$ cat src/verilog/_unused_placeholder_none.sv
// sfrs_none: intentionally empty file holder
`timescale 1ns/100ps
`default_nettype none
`default_nettype wire

$ cat src/pkg/sfrs_pkg.sv
// sfrs_pkg: constants shared by the switch fundamental reset sequencer
package sfrs_pkg;

  // register byte offsets
  localparam logic [11:0] OFS_SWITCH_CONTROL = 12'h000;
  localparam logic [11:0] OFS_SMBUS_STATUS   = 12'h004;
  localparam logic [11:0] OFS_BOOT_STATUS    = 12'h008;
  localparam logic [11:0] OFS_SEQ_STATUS     = 12'h00C;
  localparam logic [11:0] OFS_PHY_LINK_BASE  = 12'h100;

  // switch_control_reg fields
  localparam int BIT_REGISTER_UNLOCK = 0;
  localparam int BIT_RESET_HALT      = 1;
  // smbus_status_reg fields
  localparam int BIT_EEPROM_LOAD_DONE = 0;
  localparam int BIT_EEPROM_ERROR     = 1;
  localparam int POS_EEPROM_ERR_CODE  = 8;
  // phy_link_state_reg fields
  localparam int BIT_FULL_LINK_RETRAIN = 0;

  // reset values
  localparam logic [7:0]  RST_ERR_CODE = 8'h00;
  localparam logic [31:0] RST_TIMER    = 32'h0000_0000;

  // timing: times in ms, clock in kHz, counts derived
  localparam int unsigned CLK_KHZ    = 250000;
  localparam int unsigned T_STACK_MS = 20;
  localparam int unsigned T_READY_MS = 100;
  localparam logic [31:0] STACK_CYC  = 32'(T_STACK_MS * CLK_KHZ);
  localparam logic [31:0] READY_CYC  = 32'(T_READY_MS * CLK_KHZ);

  // port operating modes and partition states
  localparam logic [2:0] PM_DISABLED   = 3'h0;
  localparam logic [2:0] PM_DOWNSTREAM = 3'h1;
  localparam logic [2:0] PM_UPSTREAM   = 3'h2;
  localparam logic [2:0] PM_UNATTACHED = 3'h5;
  localparam logic [1:0] PS_DISABLED   = 2'h0;
  localparam logic [1:0] PS_ACTIVE     = 2'h1;

  // switch mode encodings
  localparam logic [3:0] SM_SINGLE    = 4'h0;
  localparam logic [3:0] SM_SINGLE_EE = 4'h1;
  localparam logic [3:0] SM_P0UP      = 4'h8;
  localparam logic [3:0] SM_P2UP      = 4'h9;
  localparam logic [3:0] SM_P0UP_EE   = 4'hA;
  localparam logic [3:0] SM_P2UP_EE   = 4'hB;
  localparam logic [3:0] SM_MULTI     = 4'hC;
  localparam logic [3:0] SM_MULTI_EE  = 4'hD;

  // sequencer states
  typedef enum logic [3:0] {
    ST_HOLD    = 4'h0,
    ST_REGINIT = 4'h1,
    ST_UNLOCK  = 4'h2,
    ST_PLL     = 4'h3,
    ST_MSMB    = 4'h4,
    ST_SSMB    = 4'h5,
    ST_STACK   = 4'h6,
    ST_EELOAD  = 4'h7,
    ST_HALTCHK = 4'h8,
    ST_QUASI   = 4'h9,
    ST_RELOCK  = 4'hA,
    ST_NORMAL  = 4'hB
  } sfrs_state_e;

endpackage : sfrs_pkg

$ cat src/verilog/sfrs_sync.sv
// sfrs_sync: two-stage synchroniser for pin levels
`timescale 1ns/100ps
`default_nettype none
module sfrs_sync #(
  parameter int WIDTH = 1
) (
  // clock and reset
  input  wire logic             i_clock,
  input  wire logic             i_nrst,
  // levels
  input  wire logic [WIDTH-1:0] i_async,
  output logic      [WIDTH-1:0] o_sync
);

  typedef struct packed {
    logic [WIDTH-1:0] meta;
    logic [WIDTH-1:0] sync;
  } sfrs_sync_s;

  sfrs_sync_s q_r;
  sfrs_sync_s q_nxt;

  // first stage feeds only the second
  always_comb begin
    q_nxt.meta = i_async;
    q_nxt.sync = q_r.meta;
  end

  // register both stages; pins read low after reset, so the sequence holds
  always_ff @(posedge i_clock) begin
    if (!i_nrst) begin
      q_r <= '0;
    end else begin
      q_r <= q_nxt;
    end
  end

  assign o_sync = q_r.sync;

endmodule : sfrs_sync
`default_nettype wire

$ cat src/verilog/sfrs_mode_dec.sv
// sfrs_mode_dec: decodes the sampled switch mode into initial port and partition setup
`timescale 1ns/100ps
`default_nettype none
module sfrs_mode_dec #(
  parameter int NPORTS = 12,
  parameter int NPART  = 12
) (
  // sampled switch mode
  input  wire logic [3:0]          i_switch_mode,
  // decoded setup
  output logic                     o_eeprom_mode,
  output logic                     o_test_mode,
  output logic [NPORTS*3-1:0]      o_port_mode,
  output logic [NPART*2-1:0]       o_part_state
);
  import sfrs_pkg::*;

  // port 2 is addressed directly, so at least three ports are needed
  if (NPORTS < 3 || NPART < 1) begin
    $error("sfrs_mode_dec: unsupported parameter values");
  end

  // mode table; each mode and its EE counterpart differ only in eeprom loading
  always_comb begin
    o_eeprom_mode = 1'b0;
    o_test_mode   = 1'b0;
    o_part_state  = '0;
    o_port_mode   = '0;
    case (i_switch_mode)
      SM_SINGLE, SM_SINGLE_EE, SM_P0UP, SM_P0UP_EE, SM_P2UP, SM_P2UP_EE: begin
        o_part_state[1:0] = PS_ACTIVE;
        for (int p = 0; p < NPORTS; p++) begin
          o_port_mode[p*3 +: 3] = PM_DOWNSTREAM;
        end
        if (i_switch_mode == SM_P2UP || i_switch_mode == SM_P2UP_EE) begin
          o_port_mode[2:0] = PM_DISABLED;
          o_port_mode[8:6] = PM_UPSTREAM;
        end else begin
          o_port_mode[2:0] = PM_UPSTREAM;
          if (i_switch_mode == SM_P0UP || i_switch_mode == SM_P0UP_EE) begin
            o_port_mode[8:6] = PM_DISABLED;
          end
        end
      end
      SM_MULTI, SM_MULTI_EE: begin
        for (int p = 0; p < NPORTS; p++) begin
          o_port_mode[p*3 +: 3] = PM_UNATTACHED;
        end
      end
      default: begin
        o_test_mode = 1'b1;
      end
    endcase
    o_eeprom_mode = (i_switch_mode == SM_SINGLE_EE) || (i_switch_mode == SM_P0UP_EE) ||
                    (i_switch_mode == SM_P2UP_EE) || (i_switch_mode == SM_MULTI_EE);
  end

endmodule : sfrs_mode_dec
`default_nettype wire

$ cat src/verilog/sfrs_seq.sv
// sfrs_seq: switch fundamental reset sequencer with apb register slave
//
// The APB interface to the registers and the register addresses are this design's own decisions.
`timescale 1ns/100ps
`default_nettype none
module sfrs_seq #(
  parameter int          NPORTS    = 12,
  parameter int          NPART     = 12,
  parameter logic [31:0] STACK_CYC = sfrs_pkg::STACK_CYC,
  parameter logic [31:0] READY_CYC = sfrs_pkg::READY_CYC
) (
  // clock and reset
  input  wire logic                 i_clock,
  input  wire logic                 i_nrst,
  // apb slave
  input  wire logic                 i_psel,
  input  wire logic                 i_penable,
  input  wire logic                 i_pwrite,
  input  wire logic [11:0]          i_paddr,
  input  wire logic [31:0]          i_pwdata,
  output logic      [31:0]          o_prdata,
  output logic                      o_pready,
  output logic                      o_pslverr,
  // reset and strap pins
  input  wire logic                 i_global_reset_in_n,
  input  wire logic                 i_master_smbus_slow_select,
  input  wire logic [3:0]           i_eeprom_smbus_addr_straps,
  input  wire logic [3:0]           i_slave_smbus_addr_straps,
  input  wire logic [3:0]           i_switch_mode_straps,
  input  wire logic                 i_reset_halt_strap,
  // pll and serdes
  output logic                      o_pll_init,
  input  wire logic                 i_pll_lock,
  // master smbus
  output logic                      o_msmb_init,
  output logic                      o_msmb_slow,
  output logic      [3:0]           o_msmb_eeprom_addr,
  input  wire logic                 i_msmb_ready,
  // slave smbus
  output logic                      o_ssmb_rst_n,
  output logic      [3:0]           o_ssmb_addr,
  input  wire logic                 i_ssmb_ready,
  // eeprom loader
  output logic                      o_ee_load,
  input  wire logic                 i_ee_wr_valid,
  input  wire logic [11:0]          i_ee_wr_addr,
  input  wire logic [31:0]          i_ee_wr_data,
  input  wire logic                 i_ee_done,
  input  wire logic                 i_ee_err,
  input  wire logic [7:0]           i_ee_err_code,
  // stacks and links
  output logic                      o_stack_rst_n,
  output logic      [NPORTS-1:0]    o_link_retrain,
  output logic                      o_ports_ready,
  // tlp handling
  output logic                      o_cfg_retry,
  output logic                      o_type1_unsupported,
  output logic                      o_tlp_discard,
  output logic                      o_cfg_normal,
  // mode and status
  output logic                      o_register_unlock,
  output logic                      o_reset_halt,
  output logic      [NPORTS*3-1:0]  o_port_operating_mode,
  output logic      [NPART*2-1:0]   o_partition_state,
  output logic                      o_normal_op,
  output logic                      o_test_mode
);
  import sfrs_pkg::*;

  if (NPORTS < 3 || NPORTS > 16 || NPART < 1 || STACK_CYC == 0 || READY_CYC <= STACK_CYC) begin
    $error("sfrs_seq: unsupported parameter values");
  end

  typedef struct packed {
    sfrs_state_e          st;
    logic                 rst_d;
    logic                 tmr_on;
    logic [31:0]          timer;
    logic                 slow;
    logic [3:0]           ee_addr;
    logic [3:0]           ss_addr;
    logic [3:0]           switch_mode_straps;
    logic                 halt_strap;
    logic                 unlock;
    logic                 halt;
    logic                 ee_done;
    logic                 ee_err;
    logic [7:0]           ee_code;
    logic                 stack_rel;
    logic                 ready;
    logic [NPORTS-1:0]    retrain;
    logic [NPORTS*3-1:0]  port_mode;
    logic [NPART*2-1:0]   part_state;
    logic [31:0]          prdata;
    logic                 pslverr;
  } sfrs_seq_s;

  sfrs_seq_s q_r;
  sfrs_seq_s q_nxt;

  logic [14:0]         pins_s;
  logic                rst_s;
  logic                rst_rise;
  logic                ee_wv;
  logic                apb_wr;
  logic                wr_en;
  logic [11:0]         wr_addr;
  logic [31:0]         wr_data;
  logic                dec_ee;
  logic                dec_test;
  logic [NPORTS*3-1:0] dec_port;
  logic [NPART*2-1:0]  dec_part;

  // reset pin and straps cross into the clock domain together
  sfrs_sync #(
    .WIDTH (15)
  ) u_sync (
    .i_clock (i_clock),
    .i_nrst  (i_nrst),
    .i_async ({i_global_reset_in_n, i_master_smbus_slow_select, i_eeprom_smbus_addr_straps,
               i_slave_smbus_addr_straps, i_switch_mode_straps, i_reset_halt_strap}),
    .o_sync  (pins_s)
  );

  sfrs_mode_dec #(
    .NPORTS (NPORTS),
    .NPART  (NPART)
  ) u_dec (
    .i_switch_mode (q_r.switch_mode_straps),
    .o_eeprom_mode (dec_ee),
    .o_test_mode   (dec_test),
    .o_port_mode   (dec_port),
    .o_part_state  (dec_part)
  );

  // read decode: returns {error, data}
  function automatic logic [32:0] rd_word(input logic [11:0] a, input sfrs_seq_s s);
    logic [32:0] r;
    r = '0;
    if (a == OFS_SWITCH_CONTROL) begin
      r[BIT_REGISTER_UNLOCK] = s.unlock;
      r[BIT_RESET_HALT]      = s.halt;
    end else if (a == OFS_SMBUS_STATUS) begin
      r[BIT_EEPROM_LOAD_DONE]               = s.ee_done;
      r[BIT_EEPROM_ERROR]                   = s.ee_err;
      r[POS_EEPROM_ERR_CODE +: 8]           = s.ee_code;
    end else if (a == OFS_BOOT_STATUS) begin
      r[14:0] = {1'b0, s.slow, s.ee_addr, s.ss_addr, s.switch_mode_straps, s.halt_strap};
    end else if (a == OFS_SEQ_STATUS) begin
      r[3:0] = s.st;
      r[4]   = s.stack_rel;
      r[5]   = s.ready;
    end else if (a >= OFS_PHY_LINK_BASE && a < OFS_PHY_LINK_BASE + 12'(NPORTS * 4) &&
                 a[1:0] == 2'b00) begin
      r = '0; // retrain bit is self clearing
    end else begin
      r[32] = 1'b1;
    end
    return r;
  endfunction : rd_word

  // bus arbitration: loader writes win, apb access stalls for that cycle
  assign rst_s    = pins_s[14];
  assign rst_rise = rst_s & ~q_r.rst_d;
  assign ee_wv    = i_ee_wr_valid & (q_r.st == ST_EELOAD);
  assign o_pready = ~ee_wv;
  assign apb_wr   = i_psel & i_penable & i_pwrite & ~ee_wv;
  assign wr_en    = ee_wv | apb_wr;
  assign wr_addr  = ee_wv ? i_ee_wr_addr : i_paddr;
  assign wr_data  = ee_wv ? i_ee_wr_data : i_pwdata;

  // next-state logic for registers and sequence
  always_comb begin
    logic [32:0] rd;
    logic [11:0] pofs;
    rd          = rd_word(i_paddr, q_r);
    pofs        = wr_addr - OFS_PHY_LINK_BASE;
    q_nxt       = q_r;
    q_nxt.rst_d = rst_s;
    q_nxt.retrain = '0;
    // read data captured in the setup cycle
    if (i_psel && !i_penable) begin
      q_nxt.prdata  = rd[31:0];
      q_nxt.pslverr = rd[32];
    end
    // register writes take effect on the spot
    if (wr_en) begin
      if (wr_addr == OFS_SWITCH_CONTROL) begin
        q_nxt.halt = wr_data[BIT_RESET_HALT];
      end else if (wr_addr >= OFS_PHY_LINK_BASE && pofs < 12'(NPORTS * 4) &&
                   wr_addr[1:0] == 2'b00) begin
        q_nxt.retrain[pofs[5:2]] = wr_data[BIT_FULL_LINK_RETRAIN];
      end
    end
    // deadline timer from the release of global reset
    if (q_r.tmr_on) begin
      q_nxt.timer = q_r.timer + 32'h0000_0001;
      if (q_r.timer == STACK_CYC - 32'h0000_0001) begin
        q_nxt.stack_rel = 1'b1;
      end
      if (q_r.timer == READY_CYC - 32'h0000_0001) begin
        q_nxt.ready  = 1'b1;
        q_nxt.tmr_on = 1'b0;
      end
    end
    // sequence steps
    case (q_r.st)
      ST_HOLD: begin
        if (rst_rise) begin
          q_nxt.slow       = pins_s[13];
          q_nxt.ee_addr    = pins_s[12:9];
          q_nxt.ss_addr    = pins_s[8:5];
          q_nxt.switch_mode_straps     = pins_s[4:1];
          q_nxt.halt_strap = pins_s[0];
          q_nxt.tmr_on     = 1'b1;
          q_nxt.timer      = RST_TIMER;
          q_nxt.st         = ST_REGINIT;
        end
      end
      ST_REGINIT: begin
        q_nxt.unlock     = 1'b0;
        q_nxt.halt       = q_r.halt_strap;
        q_nxt.ee_done    = 1'b0;
        q_nxt.ee_err     = 1'b0;
        q_nxt.ee_code    = RST_ERR_CODE;
        q_nxt.port_mode  = '0;
        q_nxt.part_state = '0;
        q_nxt.st         = ST_UNLOCK;
      end
      ST_UNLOCK: begin
        q_nxt.unlock = 1'b1;
        q_nxt.st     = ST_PLL;
      end
      ST_PLL: begin
        if (i_pll_lock) begin
          q_nxt.st = ST_MSMB;
        end
      end
      ST_MSMB: begin
        if (i_msmb_ready) begin
          q_nxt.st = ST_SSMB;
        end
      end
      ST_SSMB: begin
        if (i_ssmb_ready) begin
          q_nxt.st = ST_STACK;
        end
      end
      ST_STACK: begin
        q_nxt.stack_rel = 1'b1;
        q_nxt.st        = dec_ee ? ST_EELOAD : ST_HALTCHK;
      end
      ST_EELOAD: begin
        if (i_ee_err) begin
          q_nxt.halt    = 1'b1;
          q_nxt.ee_err  = 1'b1;
          q_nxt.ee_code = i_ee_err_code;
          q_nxt.st      = ST_HALTCHK;
        end else if (i_ee_done) begin
          q_nxt.ee_done = 1'b1;
          q_nxt.st      = ST_HALTCHK;
        end
      end
      ST_HALTCHK: begin
        q_nxt.st = q_r.halt ? ST_QUASI : ST_RELOCK;
      end
      ST_QUASI: begin
        if (!q_r.halt) begin
          q_nxt.st = ST_RELOCK;
        end
      end
      ST_RELOCK: begin
        q_nxt.unlock     = 1'b0;
        q_nxt.port_mode  = dec_port;
        q_nxt.part_state = dec_part;
        q_nxt.st         = ST_NORMAL;
      end
      ST_NORMAL: begin
        q_nxt.st = ST_NORMAL;
      end
      default: begin
        q_nxt.st = ST_HOLD;
      end
    endcase
    // global reset low sends the sequence back to hold, stops the timer and clears stack release, ready and retrain, cold or warm alike
    if (!rst_s) begin
      q_nxt.st        = ST_HOLD;
      q_nxt.tmr_on    = 1'b0;
      q_nxt.stack_rel = 1'b0;
      q_nxt.ready     = 1'b0;
      q_nxt.retrain   = '0;
    end
  end

  // state register
  always_ff @(posedge i_clock) begin
    if (!i_nrst) begin
      q_r <= '0;
    end else begin
      q_r <= q_nxt;
    end
  end

  // outputs from state
  assign o_prdata              = q_r.prdata;
  assign o_pslverr             = q_r.pslverr;
  assign o_pll_init            = q_r.st == ST_PLL;
  assign o_msmb_init           = q_r.st == ST_MSMB;
  assign o_msmb_slow           = q_r.slow;
  assign o_msmb_eeprom_addr    = q_r.ee_addr;
  assign o_ssmb_rst_n          = q_r.st > ST_MSMB;
  assign o_ssmb_addr           = q_r.ss_addr;
  assign o_ee_load             = q_r.st == ST_EELOAD;
  assign o_stack_rst_n         = q_r.stack_rel;
  assign o_link_retrain        = q_r.retrain;
  assign o_ports_ready         = q_r.ready;
  assign o_cfg_retry           = (q_r.st == ST_EELOAD) || (q_r.st == ST_QUASI);
  assign o_type1_unsupported   = q_r.st == ST_QUASI;
  assign o_tlp_discard         = q_r.st == ST_QUASI;
  assign o_cfg_normal          = q_r.st > ST_QUASI;
  assign o_register_unlock     = q_r.unlock;
  assign o_reset_halt          = q_r.halt;
  assign o_port_operating_mode = q_r.port_mode;
  assign o_partition_state     = q_r.part_state;
  assign o_normal_op           = q_r.st == ST_NORMAL;
  assign o_test_mode           = (q_r.st == ST_NORMAL) && dec_test;
endmodule : sfrs_seq
`default_nettype wire

$ cat config.mk
export PLATFORM = sky130hd
export DESIGN_NAME = sfrs_seq
export DESIGN_NICKNAME = d
export VERILOG_FILES = /design/src/verilog/_unused_placeholder_none.sv /design/src/pkg/sfrs_pkg.sv /design/src/verilog/sfrs_sync.sv /design/src/verilog/sfrs_mode_dec.sv /design/src/verilog/sfrs_seq.sv
export SDC_FILE = /design/constraint.sdc
export NUM_CORES = 1
export LEC_CHECK = 0
export BUFFER_PORTS_ARGS = -buffer_cell sky130_fd_sc_hd__buf_2
export CAP_MARGIN = 10
export CORE_UTILIZATION = 39
export DETAILED_ROUTE_END_ITERATION = 6
export GPL_TIMING_DRIVEN = 0
export HOLD_SLACK_MARGIN = 0.02
export PLACE_DENSITY = 0.59
export SLEW_MARGIN = 20
export SYNTH_ARGS = -nofsm -noshare
export SYNTH_HDL_FRONTEND = slang
export SYNTH_HIERARCHICAL = 1
export SYNTH_SLANG_ARGS = --single-unit
$ cat constraint.sdc
create_clock -name i_clock -period 2.25 [get_ports i_clock]
set_input_delay 0.1125 -clock i_clock [delete_from_list [all_inputs] [get_ports i_clock]]
set_output_delay 0.1125 -clock i_clock [all_outputs]
set_load 0.01 [all_outputs]
==> impl_metrics.xml <==
<?xml version="1.0" encoding="UTF-8"?>
<metrics>
  <group name="synth">
    <metric name="synth-xor-area-share" unit="%">2.68</metric>
    <metric name="portion_of_netlist_area_occupied_by_mux_cells" unit="%">2.90</metric>
    <metric name="synthSimpleGateAreaFrac" unit="%">19.0</metric>
    <metric name="synthAdderAreaFrac" unit="%">0.265</metric>
    <metric name="synth_largest_area_cell" unit="">dfxtp_1</metric>
    <metric name="synth_common_cells" unit="">185 x dfxtp_1, 169 x buf_4, 68 x a22o_1</metric>
    <metric name="async_reset_ff_share" unit="%">0</metric>
    <metric name="synth.lib_cells_used.distinct" unit="">66</metric>
    <metric name="ys_ff_latch" unit="">185</metric>
    <metric name="ys_seq_area_share" unit="%">43.6</metric>
    <metric name="synth-edff-count" unit="">0</metric>
    <metric name="gate_count_post_synth" unit="">915</metric>
    <metric name="synthesis.area" unit="mm2">0.00849</metric>
    <metric name="ys.flop_type" unit="">dfxtp_1</metric>
    <metric name="synth_top_family_by_area" unit="">simple AND/OR/NAND/NOR gates</metric>
    <metric name="syn_avg_cell_area" unit="um2">9.28</metric>
    <metric name="yosysTopAreaCellShare" unit="%">43.6</metric>
    <metric name="synthesis.yosys.warnings" unit="">6</metric>
    <metric name="yosysMostFrequentCell" unit="">dfxtp_1</metric>
    <metric name="synth_compound_area_share" unit="%">13.3</metric>
    <metric name="area_contributors_post_synth" unit="">dfxtp_1 44%, buf_4 15%, a22o_1 7.0%, nor2_1 2.7%, nand2_1 2.3%</metric>
  </group>
  <group name="clocking">
    <metric name="cts_post_setup_buffers_inserted" unit="">0</metric>
    <metric name="clock_tree.buffer_depth" unit="">2</metric>
    <metric name="cts_inserted_buffers" unit="">17</metric>
    <metric name="h-tree-depth" unit="">4</metric>
    <metric name="clkTransAtPathRegs" unit="ns">0.07</metric>
    <metric name="ctsRootBufferMaster" unit="">clkbuf_16</metric>
    <metric name="clock_tree_from_tritoncts" unit="">done</metric>
    <metric name="clkSinkCount" unit="">185</metric>
    <metric name="clock_insertion_delay_worst_skew" unit="ns">0.43</metric>
  </group>
  <group name="floorplan">
    <metric name="number_of_rows_in_the_core_area" unit="">53</metric>
    <metric name="ios" unit="">251</metric>
    <metric name="floorplan.initialDensity" unit="%">40.1</metric>
    <metric name="coreArea" unit="mm2">0.0212</metric>
    <metric name="die_outline_width" unit="um">150</metric>
    <metric name="die_h" unit="um">150</metric>
    <metric name="floorplan.die_area" unit="mm2">0.0224</metric>
  </group>
  <group name="routing">
    <metric name="dr.pass1.iters" unit="">7</metric>
    <metric name="final_antenna_net_count" unit="">0</metric>
    <metric name="detail_route.vias_per_cell" unit="">4.63</metric>
    <metric name="drc" unit="">0</metric>
    <metric name="wl_per_cell" unit="um">13.8</metric>
    <metric name="via_count_of_the_routed_design" unit="">6845</metric>
    <metric name="finalWirelength" unit="um">20400</metric>
    <metric name="dr.first_iter.drc_count" unit="">331</metric>
  </group>
  <group name="sta">
    <metric name="finalSetupViolCount" unit="">0</metric>
    <metric name="tightest_slew" unit="ns">0.916</metric>
    <metric name="period_needed" unit="ns">2.08</metric>
    <metric name="fmax" unit="GHz">0.481</metric>
    <metric name="layout_worst_path_cycle_share" unit="%">92.3</metric>
    <metric name="number_of_endpoints_with_negative_hold_slack_in_the_final_report" unit="">0</metric>
    <metric name="clock-skew-final" unit="ns">0.00850</metric>
    <metric name="worst_setup_slack_final" unit="ns">0.173</metric>
    <metric name="rsz0062_at_grt" unit="">yes</metric>
    <metric name="normalized_max_slew_margin" unit="%">38.7</metric>
    <metric name="hold_ws" unit="ns">0.0692</metric>
    <metric name="report.final.slew_viol_count" unit="">0</metric>
  </group>
  <group name="cells_and_area">
    <metric name="fraction_of_final_layout_cells_sized_beyond_drive_strength_1" unit="%">34.6</metric>
    <metric name="syn_to_final_growth" unit="%">27.5</metric>
    <metric name="final_net_count" unit="">1312</metric>
    <metric name="layout.cell_area.non_filler" unit="mm2">0.0108</metric>
    <metric name="insertedDiodeCount" unit="">0</metric>
  </group>
  <group name="pwr">
    <metric name="leakagePower" unit="nW">5.12</metric>
    <metric name="vdd_drop_max" unit="mV">0.466</metric>
    <metric name="power_density" unit="mW/mm2">610</metric>
  </group>
  <group name="global_routing">
    <metric name="grt_max_degree" unit="">17</metric>
    <metric name="antenna_found_initial" unit="">0</metric>
    <metric name="gr-usage-all-layers" unit="%">18.3</metric>
    <metric name="globalRouteOverflowTotal" unit="">0</metric>
    <metric name="first_global_vias" unit="">6180</metric>
    <metric name="first_pass_grt_wire_length" unit="um">32100</metric>
  </group>
  <group name="placed_design">
    <metric name="dp.final_hpwl" unit="um">14900</metric>
    <metric name="final_weighted_congestion_of_routability_driven_global_placement" unit="">0.837</metric>
    <metric name="placed_area" unit="mm2">0.00987</metric>
    <metric name="port_buffers" unit="">171</metric>
    <metric name="place_ws" unit="ns">-0.0801</metric>
  </group>
  <group name="critical_path">
    <metric name="cp_max_fo" unit="">10</metric>
    <metric name="worst_path_slowest_cell" unit="">nor4_4</metric>
    <metric name="timing.critical_path.from_type" unit="">register</metric>
    <metric name="cpPeakStageDelay" unit="ns">0.61</metric>
    <metric name="critical_path_required_time" unit="ns">2.62</metric>
    <metric name="cp-end-kind" unit="">register</metric>
    <metric name="path_cells" unit="">nand3_2, nor4_4, nand3_2, or4_1, nand2_1</metric>
    <metric name="worst-endpoint-arrival" unit="ns">2.45</metric>
    <metric name="criticalPathCategory" unit="">reg -&gt; reg</metric>
    <metric name="cp_common_cell" unit="">nand3_2</metric>
  </group>
  <group name="hold_path">
    <metric name="worst_hold_path_type" unit="">in -&gt; reg</metric>
  </group>
  <group name="flow_run">
    <metric name="cap_violations" unit="">0</metric>
  </group>
  <group name="outcome">
    <metric name="run_status" unit="">completed</metric>
  </group>
</metrics>
-- worst paths after layout --
| path | startpoint | end | slack, ns | cells after the start |
|---|---|---|---|---|
| min reg2reg | u_sync/q_nxt[9]$_SDFF_PN0_ | u_sync/o_sync[9]$_SDFF_PN0_ | 0.44 | 1 |
| max | q_r[139]$_SDFF_PN0_ | q_r[160]$_SDFF_PN0_ | 0.17 | 5 |
| max reg2reg | q_r[139]$_SDFF_PN0_ | q_r[160]$_SDFF_PN0_ | 0.17 | 5 |
| min | i_paddr[5] | o_link_retrain[9]$_SDFF_PP0_ | 0.07 | 3 |
-- state kept, by name (all words and copies together), names as in the netlist --
register and cells:
q_r 53, o_port_operating_mode 36, o_partition_state 24, o_prdata 16, u_sync/o_sync 15, u_sync/q_nxt 15
o_link_retrain 12, o_msmb_eeprom_addr 4, o_ssmb_addr 4, o_msmb_slow 1, o_ports_ready 1, o_pslverr 1
o_register_unlock 1, o_reset_halt 1, o_stack_rst_n 1
-- cell usage in the layout (no fill, tap or decap), drive strengths merged, types with 15 or more instances in the layout --
| master | n |
|---|---|
| nand4 | 23 |
| dlygate4sd3 | 37 |
| a22o | 68 |
| o21ai | 15 |
| and2 | 35 |
| inv | 17 |
| nand2 | 53 |
| nand3 | 30 |
| nor3 | 16 |
| nor2 | 61 |
| conb | 49 |
| xor2 | 19 |
| a21oi | 22 |
| mux2i | 19 |
| buf | 351 |
| dfxtp | 185 |
| nor2b | 23 |
| clkbuf | 59 |
-- cell type report --
type,instances,area [um2]
fillers,2041,10300
multi-input cells,545,3430
plain buffers,218,1510
repair buffers,208,1230
well taps,275,344
clock inverters,10,85.1
clock buffers,22,484
flip-flops and latches,185,3700
inverters,14,52.6
-- where the power goes --
group          leakage [nW]  switching (mW)  internal [mW]
Sequential             1.50          0.0147           3.31
Clock                 0.273            1.32           1.56
Combinational          3.35           0.193          0.217
Total                  5.12            1.53           5.08
-- critical path, delay by kind of cell (launching register included) --
kind          cells  cell delay [ns]
simple gates      5             1.61
flops             1             0.41
-- metrics by stage --
stage | utilization (%) | std cells | setup TNS, ns | total power [mW]
global placement | 46.7 | 1408 | -0.272 | 3.75
detailed placement | 46.7 | 1408 | -1.03 | 3.76
global route | 51.2 | 1477 | -0.576 | 6.87
floorplan | - | 962 | 0 | 3.63
finish | 51.2 | 1477 | 0 | 6.61
CTS | 51.1 | 1477 | 0 | 6.68
-- layer usage --
| layer | wire (um) | vias up | global-route usage (%) |
|---|---|---|---|
| li1 | - | 3492 | - |
| met1 | 9680 | 3147 | 24.7 |
| met2 | 9400 | 192 | 29.6 |
| met3 | 1110 | 14 | 3.78 |
| met4 | 214 | 0 | 4.90 |
| met5 | 0 | - | 0 |
-- cells by family after synthesis --
kind of cell	Yosys count
other	2
AND/OR/NAND/NOR	296
buffers and inverters	232
AO/OA/AOI/OAI	150
multiplexers	22
flip-flops	185
adder cells (fa/ha/maj)	2
XOR/XNOR	26
-- what timing repair did --
item / 4_1_cts / 5_1_grt
endpoints found under the hold margin: 28 / 0
setup endpoints to repair: 22 / 87
hold buffers: 37 / 0
gates resized for setup: 3 / 21
No activity file was read; power rests on OpenSTA's default activity.
